### src/lec_map.vh
// Register map and field layout for lane 6/7 error counter control.
// Assumes an 8-bit register access path with a 15-bit address.
// Notes on behaviour
// - Lane 6 enables in bits 5:3, reset 0x7
// - Lane 6 counter resets bits 2:0, reset 0x7
// - Lane 7 enables in bits 5:3, reset 0x7
// - Lane 7 counter resets bits 2:0, reset 0x7
// - Bit2 control char, bit1 table, bit0 disparity
// - Counter rolls over unless hold keeps 0xFF
`ifndef LEC_MAP_VH
`define LEC_MAP_VH
`define LEC_ADDR_LANE6 15'h0486
`define LEC_ADDR_LANE7 15'h0487
`define LEC_ENA_HI 5
`define LEC_ENA_LO 3
`define LEC_RST_HI 2
`define LEC_RST_LO 0
`define LEC_ENA_RESET 3'h7
`define LEC_RST_RESET 3'h7
`define LEC_BIT_CTRL_CHAR 2
`define LEC_BIT_NOT_IN_TABLE 1
`define LEC_BIT_DISPARITY 0
`define LEC_CNT_TERMINAL 8'hFF
`endif

### src/lec_counter.v
// One 8-bit error counter with enable, clear and terminal-count hold.
// Assumes error pulses are synchronous to mclk_i.
`include "lec_map.vh"
module lec_counter #(
  parameter WIDTH = 8
) (
  input wire mclk_i,
  input wire rst_i,
  input wire enable_i,
  input wire clear_i,
  input wire hold_i,
  input wire error_i,
  output reg [WIDTH-1:0] count_o
);
  always @(posedge mclk_i) begin
    if (rst_i || clear_i) begin
      count_o <= {WIDTH{1'b0}};
    end else if (enable_i && error_i) begin
      // Hold at all ones only when asked; otherwise natural wrap
      if (!(hold_i && (&count_o))) begin
        count_o <= count_o + {{(WIDTH-1){1'b0}}, 1'b1};
      end
    end
  end
endmodule

### src/lec_ctrl.v
// Control registers and error counters for receive lanes 6 and 7.
// Assumes a synchronous byte register port decoded upstream; error pulses on mclk_i.
`include "lec_map.vh"
module lec_ctrl #(
  parameter WIDTH = 8
) (
  // Clock and reset
  input wire mclk_i,
  input wire rst_i,
  // Register port
  input wire [14:0] reg_addr_i,
  input wire reg_wr_i,
  input wire [7:0] reg_wdata_i,
  output reg [7:0] reg_rdata_o,
  // Error events, bit order control char, table, disparity
  input wire [2:0] lane6_error_i,
  input wire [2:0] lane7_error_i,
  // Terminal-count hold from neighbouring registers
  input wire [2:0] lane6_hold_i,
  input wire [2:0] lane7_hold_i,
  // Counter values, lane 6 then lane 7, lowest bit index first
  output wire [6*WIDTH-1:0] counts_o
);
  reg [2:0] lane6_counter_enables_reg;
  reg [2:0] lane6_counter_resets_reg;
  reg [2:0] lane7_counter_enables_reg;
  reg [2:0] lane7_counter_resets_reg;
  wire [5:0] ena_all;
  wire [5:0] rst_all;
  wire [5:0] hold_all;
  wire [5:0] err_all;
  reg [7:0] rdata_next;

  function is_addr;
    input [14:0] a;
    input [14:0] b;
    begin
      is_addr = (a == b);
    end
  endfunction

  always @(posedge mclk_i) begin
    if (rst_i) begin
      lane6_counter_enables_reg <= `LEC_ENA_RESET;
      lane6_counter_resets_reg <= `LEC_RST_RESET;
      lane7_counter_enables_reg <= `LEC_ENA_RESET;
      lane7_counter_resets_reg <= `LEC_RST_RESET;
    end else if (reg_wr_i) begin
      if (is_addr(reg_addr_i, `LEC_ADDR_LANE6)) begin
        lane6_counter_enables_reg <= reg_wdata_i[`LEC_ENA_HI:`LEC_ENA_LO];
        lane6_counter_resets_reg <= reg_wdata_i[`LEC_RST_HI:`LEC_RST_LO];
      end
      if (is_addr(reg_addr_i, `LEC_ADDR_LANE7)) begin
        lane7_counter_enables_reg <= reg_wdata_i[`LEC_ENA_HI:`LEC_ENA_LO];
        lane7_counter_resets_reg <= reg_wdata_i[`LEC_RST_HI:`LEC_RST_LO];
      end
    end
  end

  // Reserved bits 7:6 read zero; unmapped addresses read zero
  always @* begin
    rdata_next = 8'h00;
    if (is_addr(reg_addr_i, `LEC_ADDR_LANE6)) begin
      rdata_next = {2'h0, lane6_counter_enables_reg, lane6_counter_resets_reg};
    end else if (is_addr(reg_addr_i, `LEC_ADDR_LANE7)) begin
      rdata_next = {2'h0, lane7_counter_enables_reg, lane7_counter_resets_reg};
    end
  end

  always @(posedge mclk_i) begin
    if (rst_i) begin
      reg_rdata_o <= 8'h00;
    end else begin
      reg_rdata_o <= rdata_next;
    end
  end

  // Index i: lane 6 at 0..2, lane 7 at 3..5; bit within lane per map
  assign ena_all = {lane7_counter_enables_reg, lane6_counter_enables_reg};
  assign rst_all = {lane7_counter_resets_reg, lane6_counter_resets_reg};
  assign hold_all = {lane7_hold_i, lane6_hold_i};
  assign err_all = {lane7_error_i, lane6_error_i};

  genvar i;
  generate
    for (i = 0; i < 6; i = i + 1) begin : g_cnt
      lec_counter #(
        .WIDTH(WIDTH)
      ) u_cnt (
        .mclk_i(mclk_i),
        .rst_i(rst_i),
        .enable_i(ena_all[i]),
        .clear_i(rst_all[i]),
        .hold_i(hold_all[i]),
        .error_i(err_all[i]),
        .count_o(counts_o[i*WIDTH +: WIDTH])
      );
    end
  endgenerate
endmodule

### config.mk
export PLATFORM = sky130hd
export DESIGN_NAME = lec_ctrl
export DESIGN_NICKNAME = d
export VERILOG_FILES = /design/src/lec_counter.v /design/src/lec_ctrl.v
export VERILOG_INCLUDE_DIRS = /design/src
export SDC_FILE = /design/constraint.sdc
export NUM_CORES = 1
export LEC_CHECK = 0
export ABC_AREA = 1
export BUFFER_PORTS_ARGS = -buffer_cell sky130_fd_sc_hd__buf_2
export CORE_UTILIZATION = 57
export CTS_CLUSTER_SIZE = 20
export DETAILED_ROUTE_END_ITERATION = 10
export HOLD_SLACK_MARGIN = 0.06
export PLACE_DENSITY = 0.85
export SYNTH_ARGS = -nofsm -noshare
export SYNTH_HDL_FRONTEND = slang
export SYNTH_HIERARCHICAL = 1
export SYNTH_SLANG_ARGS = --single-unit
export TNS_END_PERCENT = 30
### constraint.sdc
create_clock -name mclk_i -period 3.52 [get_ports mclk_i]
set_clock_uncertainty 0.1 [all_clocks]
set_input_delay 0.704 -clock mclk_i [delete_from_list [all_inputs] [get_ports mclk_i]]
set_output_delay 0.704 -clock mclk_i [all_outputs]
set_load 0.02 [all_outputs]
# After elaboration in Yosys (flattened, before gate mapping)
# Index checks and enable logic that the tools add are counted.
[classes] n_addsub=6 mul=0 n_div=0 magnitude_cmp=0 n_eq_ne=2 shift=0 n_mux=2 n_bitwise=6 n_reduce_logical=33
[ops] operator="adder 8 x 1 -> 8 bit, second input constant" count=6
[ops] operator="AND reduction 8 bit" count=6
[ops] operator="== test 15 x 11 -> 1 bit, second input constant" count=2
[ops] operator="AND reduction 2 bit" count=8
[ops] operator="logical AND 1 bit" count=12
[ops] operator="two-way mux 6 bit" count=2
[ops] operator="logical OR 1 bit" count=6
[ops] operator="inverter 1 bit" count=6
[ops] operator="OR reduction 2 bit" count=1
[word_totals] regBits=68 latch_bits=0 ram_bits=0 mem_bits_ro=0 inputBits=38 out_inout_bits=56 memories=0

# Depth between registers and ports, before layout
# Gate-level depths: netlist of run 1.
[logic_depth] ltp_word=4 ltp_mapped=9 ltp_nobuf=8

# By module
# The synthesis of run 1 kept the hierarchy.
[modules_own_cells] module="lec_counter" instances=6 cells_per_inst=70 area_each_um2=449.2 seq_area_each_um2=160.2
[modules_own_cells] module="lec_ctrl" instances=1 cells_per_inst=126 area_each_um2=864.6 seq_area_each_um2=360.3

# Least setup slack after synthesis of run 1
# Ideal clock, no wire load.
[synth_path] kind="input -> register" start="input reg_addr_i[14]" end="register lane6_counter_enables_reg[0]" arrival_time_ns=1.384 required_time_ns=3.290 path_slack_ns=1.907 stages=7 cell_sequence="nor2_1 > nand2_1 > nor2_1 > buf_2 > nand3_2 > nand2_1 > nand3_1"
[synth_via] elab_chain_cells=2
[synth_rtl] item="start: declaration" line="lec_ctrl.v:11" text="input wire [14:0] reg_addr_i,"
[synth_rtl] item="== test 15 x 11 -> 1 bit" line="lec_ctrl.v:38" text="is_addr = (a == b);"
[synth_rtl] item="AND reduction 2 bit (no source line)"
[synth_rtl] item="end signal: assignment" line="lec_ctrl.v:44" text="lane6_counter_enables_reg <= `LEC_ENA_RESET;"
[synth_rtl] item="end signal: assignment" line="lec_ctrl.v:50" text="lane6_counter_enables_reg <= reg_wdata_i[`LEC_ENA_HI:`LEC_ENA_LO];"
[synth_rtl] item="end: declaration" line="lec_ctrl.v:24" text="reg [2:0] lane6_counter_enables_reg;"
# Every way passes these cells.
# A chain may end at the register's enable or synchronous reset.

# Worst setup path after layout of run 1
[layout_path] start="register g_cnt[0].u_cnt.count_o[2]" end="output counts_o[2]"
[layout_lines] item="start: declaration" line="lec_counter.v:13" text="output reg [WIDTH-1:0] count_o"
[layout_lines] item="start signal: assignment" line="lec_counter.v:17" text="count_o <= {WIDTH{1'b0}};"
[layout_lines] item="start signal: assignment" line="lec_counter.v:21" text="count_o <= count_o + {{(WIDTH-1){1'b0}}, 1'b1};"
[layout_lines] item="end: declaration" line="lec_ctrl.v:22" text="output wire [6*WIDTH-1:0] counts_o"
# No word-level cell between the ends.

==> reports/qor.yml, run 1 <==
setup_path:
  criticalPathCategory: "flop to primary output"
  cp.depth: 1
  endpoint: "counts_o[2]"
  cp_slowest_cell: "dfxtp_1"
  cp_max_fo: 7
  cp.buffers_inverters: 1
  rr_endpoint: "g_cnt[0].u_cnt/count_o[3]"
  crit_path_end_kind: "primary output"
  cpPeakStageDelay_ns: 0.47
  cp.arrival_ns: 1.03
  r2r_cells: 6
  crit_family: "flip-flops"
  r2r_start: "g_cnt[0].u_cnt/count_o[1]"
  rrSetupSlack_ns: 1.96
  worstPathCellList: "buf_2"
  cp-start-kind: "flop"
  required_ns: 2.72
  crit_start: "g_cnt[0].u_cnt/count_o[2]"
clocking:
  clk_latency_ns: 0.34
  cts_buffers: 9
  cts.sinks: 66
  cts_tree: "done"
  cts-hold-fix-buffers: 0
  clk_pin_slew_worst_paths_ns: 0.07
  cts.htree.levels: 3
  cts_resized: 0
  post_cts_buffers: 0
  clock-root-buffer: "clkbuf_8"
  ctsLongestPathBuffers: 2
synthesis:
  synth_area_mm2: 0.00356
  synth_top_area_cell: "dfxtp_1"
  ys_warn_count: 6
  synth_seq_cells: 66
  synthCells: 546
  ys_seq_area_frac: 0.371
  synth.area.top_cells: "dfxtp_1, nand2_1, nand3_1"
  syn-mean-instance-area_um2: 6.52
  yosysUniqueCellTypes: 22
  netlist.area_leader.share: 0.371
floorplanning:
  fp.coreArea_mm2: 0.00596
  rows: 28
  start_util: 0.598
  die_x_um: 81.0
  die_h_um: 81.0
  ios: 94
  die_area_mm2: 0.00657
worst_hold_path:
  hold_class: "flop to flop"
route:
  drt_wl_total_um: 7840
  drtAntennaViolNets: 0
  drc: 0
  dr.pass1.iters: 4
  routedWlPerCell_um: 11.0
  drt-initial-drc-count: 167
  vias: 3655
  avgViaCountPerCell: 5.11
finish:
  drive_above_1_share: 0.197
  final_area_mm2: 0.00418
  seqCellArea_mm2: 0.00132
  largest_reg_flops: 48
  diodes: 0
  fin_nets: 679
  areaGrowthSynthToFinish_pct: 17.5
  multi_input_area_mm2: 0.00189
  final_cells: 715
  reg_top3: "g_cnt.u_cnt/count_o: 48 flops, reg_rdata_o: 6 flops"
  fin_util: 0.702
  regMostFlops: "g_cnt.u_cnt/count_o"
  final_common_cell: "nand2_1"
  final_cell_mix: "nand2_1, buf_2, nor2_1, nand3_1, dfxtp_1"
  fillerInstances: 523
global_route:
  antenna_found_initial: 0
  overflow: 0
  grt_pass1_vias: 3121
  grt_max_degree: 21
  grt_first_pass_wirelength_um: 12900
  grtUsageTotal: 0.251
power_and_ir_drop:
  vdd_drop_max_v: 0.000211
  p_leak_nw: 1.97
  power_w: 0.00139
  powerDensity_mw_per_mm2: 331
timing:
  finalSetupViolCount: 0
  fin_crit_sh: 0.520
  slew_violations: 0
  hold_violations: 0
  period_minus_slack_ns: 1.83
  max_freq_mhz: 546
  rsz0062_at_grt: "no"
  final.setup.tns_ns: 0
run_status:
  outcome: "finished clean"
placement:
  port-buffer-count: 89
  hpwl_um: 5740
  gp_congestion: 0.844
  dp.cells: 699
  place_area_mm2: 0.00400
job:
  maxCapViolCount: 0
-- how the worst min path moves through the flow --
stage                                  from                      endpoint  slack, ns  cells after the start
2_1_floorplan  lane7_counter_enables_reg[1]                reg_rdata_o[4]       0.35                      2
3_3_place_gp    lane7_counter_resets_reg[2]   lane7_counter_resets_reg[2]       0.37                      2
3_5_place_dp    lane6_counter_resets_reg[0]   lane6_counter_resets_reg[0]       0.37                      2
4_1_cts         lane6_counter_resets_reg[0]   lane6_counter_resets_reg[0]       0.39                      2
5_1_grt        lane7_counter_enables_reg[0]  lane7_counter_enables_reg[0]       0.40                      2
6_report       lane7_counter_enables_reg[0]  lane7_counter_enables_reg[0]       0.38                      2
-- cells in the mapped netlist, drive strengths merged --
cell type / number
a21oi: 30
buf: 11
clkbuf: 2
conb: 1
dfxtp: 66
ha: 6
inv: 63
nand2: 156
nand3: 74
nand4: 18
nor2: 94
nor3: 13
o21ai: 6
xor2: 6
-- worst reg2reg max path, cell delays in order (launching register included) --
cell     delay, ns
dfxtp_1       0.41
ha_1          0.25
nand3_1       0.12
nor2_2        0.13
nand2_2       0.16
a21oi_1       0.21
nor2_1        0.07
-- metrics by stage --
step | setup slack, ns | hold slack (ns)
2_1_floorplan | 1.91 | 0.347
3_3_place_gp | 1.60 | 0.366
3_5_place_dp | 1.58 | 0.371
4_1_cts | 1.68 | 0.387
5_1_grt | 1.64 | 0.402
6_report | 1.69 | 0.383
-- report_power, final --
| group | internal (W) | switching [W] | total, W |
|---|---|---|---|
| combinational | 0.0000227 | 0.0000362 | 0.0000589 |
| sequential | 0.000747 | 0.00000000526 | 0.000747 |
| clock | 0.000312 | 0.000269 | 0.000581 |
| total | 0.00108 | 0.000305 | 0.00139 |
-- cells by family (layout without fill, tap and decap cells) --
logic type | Yosys count | count (layout) | share of synthesized area
flops | 66 | 66 | 0.371
xor+xnor | 6 | 6 | 0.0148
other cells | 1 | 2 | 0.00105
compound gates | 36 | 36 | 0.0506
fa+ha+maj | 6 | 6 | 0.0211
simple gates | 355 | 355 | 0.444
buf+inv | 76 | 169 | 0.0977
-- area by class of cell --
class | count | area share
multi-input combinational | 405 | 0.453
sequential | 66 | 0.316
timing repair buffer | 90 | 0.108
inverter | 63 | 0.0566
clock buffer | 14 | 0.0413
tap | 75 | 0.0224
clock inverter | 2 | 0.00239
-- metal layers --
metal | global-route usage | wire [um]
met1 | 0.290 | 3510
met2 | 0.441 | 3820
met3 | 0.0584 | 363
met4 | 0.109 | 155
met5 | 0 | 0
(Power assumes the default switching activity.)
==> run 2, diff against run 1 <==
--- a/config.mk
+++ b/config.mk
@@ -8,11 +8,11 @@
 export LEC_CHECK = 0
 export ABC_AREA = 1
 export BUFFER_PORTS_ARGS = -buffer_cell sky130_fd_sc_hd__buf_2
-export CORE_UTILIZATION = 57
+export CORE_UTILIZATION = 48
 export CTS_CLUSTER_SIZE = 20
 export DETAILED_ROUTE_END_ITERATION = 10
 export HOLD_SLACK_MARGIN = 0.06
-export PLACE_DENSITY = 0.85
+export PLACE_DENSITY = 0.77
 export SYNTH_ARGS = -nofsm -noshare
 export SYNTH_HDL_FRONTEND = slang
 export SYNTH_HIERARCHICAL = 1
==> constraint.sdc (replaced) <==
create_clock -name mclk_i -period 1.6 [get_ports mclk_i]
set_clock_uncertainty 0.1 [all_clocks]
set_input_delay 0.32 -clock mclk_i [delete_from_list [all_inputs] [get_ports mclk_i]]
set_output_delay 0.32 -clock mclk_i [all_outputs]
set_load 0.02 [all_outputs]
==> run 2 against run 1 <==
Net effect: final area is 5.7% higher; sequential cell count unchanged; combinational power rose by 120%; first-iteration DRC count up 5.4%; via count is 3.5% higher; die area up 18%; clock power increased by 120%; setup slack lost 1.6 ns; total power up 120%; routed wire length grew 5.0%; critical path depth increased by 7; critical path type is now flop to flop.
==> reports/qor.yml, run 2 (synthesized netlist as in run 1, its figures left out) <==
run_status:
  outcome: "finished clean"
finish:
  final_cells: 763
  fillerInstances: 737
  final_cell_mix: "nand2_1, buf_2, nor2_1, nand3_1, dfxtp_1"
  largest_reg_flops: 48
  areaGrowthSynthToFinish_pct: 24.2
  diodes: 0
  fin_nets: 703
  regMostFlops: "g_cnt.u_cnt/count_o"
  fin_util: 0.613
  reg_top3: "g_cnt.u_cnt/count_o: 48 flops, reg_rdata_o: 6 flops"
  final_area_mm2: 0.00442
  final_common_cell: "nand2_1"
  drive_above_1_share: 0.229
global_route:
  grtUsageTotal: 0.220
  antenna_found_initial: 0
  grt_pass1_vias: 3241
  overflow: 0
  grt_first_pass_wirelength_um: 13500
  grt_max_degree: 16
placement:
  place_area_mm2: 0.00422
  hpwl_um: 6250
  dp.cells: 747
  port-buffer-count: 89
  gp_congestion: 0.848
timing:
  final.setup.tns_ns: 0
  finalSetupViolCount: 0
  holdWs_ns: 0.173
  max_freq_mhz: 684
  fin_crit_sh: 0.913
  hold_violations: 0
  slew_violations: 0
  period_minus_slack_ns: 1.46
  rsz0062_at_grt: "no"
route:
  drt_wl_total_um: 8230
  drtAntennaViolNets: 0
  dr.pass1.iters: 5
  drt-initial-drc-count: 176
  met2_length_um: 3990
  avgViaCountPerCell: 4.96
  dr.max_layer_used: "met4"
  routedWlPerCell_um: 10.8
  drc: 0
  vias: 3782
  wl_met3_um: 422
  m1WireLength_um: 3720
setup_path:
  cpPeakStageDelay_ns: 0.41
  cp_max_fo: 11
  rrSetupSlack_ns: 0.14
  crit_path_end_kind: "flop"
  worstPathCellList: "ha_1, nand3_1, nor2_2, nand2_2, nand2_1, nand2_1, nand2_1, nor2_1"
  cp_slowest_cell: "dfxtp_1"
  required_ns: 1.72
  cp-start-kind: "flop"
  crit_top_cell: "nand2_1"
  cp.arrival_ns: 1.58
  criticalPathCategory: "flop to flop"
floorplanning:
  ios: 94
  fp.coreArea_mm2: 0.00721
  start_util: 0.493
  die_h_um: 88.1
  rows: 31
  die_x_um: 88.1
  die_area_mm2: 0.00776
power_and_ir_drop:
  p_leak_nw: 2.14
  vdd_drop_max_v: 0.000425
  powerDensity_mw_per_mm2: 691
clocking:
  cts.sinks: 66
  post_cts_buffers: 0
  cts.htree.levels: 3
  cts-hold-fix-buffers: 0
  ctsLongestPathBuffers: 2
  clk_latency_ns: 0.33
  cts_buffers: 9
  clk_pin_slew_worst_paths_ns: 0.07
  cts_tree: "done"
  clock-root-buffer: "clkbuf_8"
worst_hold_path:
  hold_class: "primary input to flop"
job:
  maxCapViolCount: 0
-- run 2: area by class of cell --
| cell class | instances | area [um^2] | share of cell area |
|---|---|---|---|
| clock buffers | 14 | 173 | 0.0391 |
| flip-flops and latches | 66 | 1320 | 0.299 |
| well taps | 99 | 124 | 0.0280 |
| multi-input cells | 405 | 1910 | 0.432 |
| inverters | 63 | 236 | 0.0535 |
| repair buffers | 114 | 646 | 0.146 |
| clock inverters | 2 | 10.0 | 0.00226 |
-- run 2: report_power, final --
| group | leakage, nW | internal [W] | switching [W] |
|---|---|---|---|
| logic | 1.51 | 0.0000506 | 0.0000802 |
| clock network | 0.0965 | 0.000686 | 0.000593 |
| registers | 0.532 | 0.00164 | 0.0000000103 |
-- run 2: critical path: cells and delay by family, from the launching register on --
family	cells	cell delay (ns)
AND/OR/NAND/NOR	7	0.64
flip-flops	1	0.41
adder cells (fa/ha/maj)	1	0.20
-- run 2: metrics by stage --
step	power, W	worst slack [ns]
2_1_floorplan	0.00175	0.0548
3_3_place_gp	0.00180	0.164
3_5_place_dp	0.00181	0.0810
4_1_cts	0.00310	0.103
5_1_grt	0.00318	0.0158
6_report	0.00305	0.139
-- run 2: path summary, 6_finish.rpt --
check	from	to	cells past startpoint
min reg2reg	lane7_counter_resets_reg[0]	lane7_counter_resets_reg[0]	2
min	reg_wdata_i[1]	lane7_counter_resets_reg[1]	3
max reg2reg	g_cnt[3].u_cnt/count_o[0]	g_cnt[3].u_cnt/count_o[5]	8
max	g_cnt[3].u_cnt/count_o[0]	g_cnt[3].u_cnt/count_o[5]	8
-- run 2: what timing repair did --
action	CTS	global route
resized for setup	0	5
setup endpoints to repair	0	7
endpoints found under the hold margin	0	0
-- run 2: per-layer routing --
metal,vias to the layer above,global-route usage
met4,0,0.0880
met5,-,0
met3,9,0.0490
met2,83,0.376
met1,1724,0.268
li1,1966,-
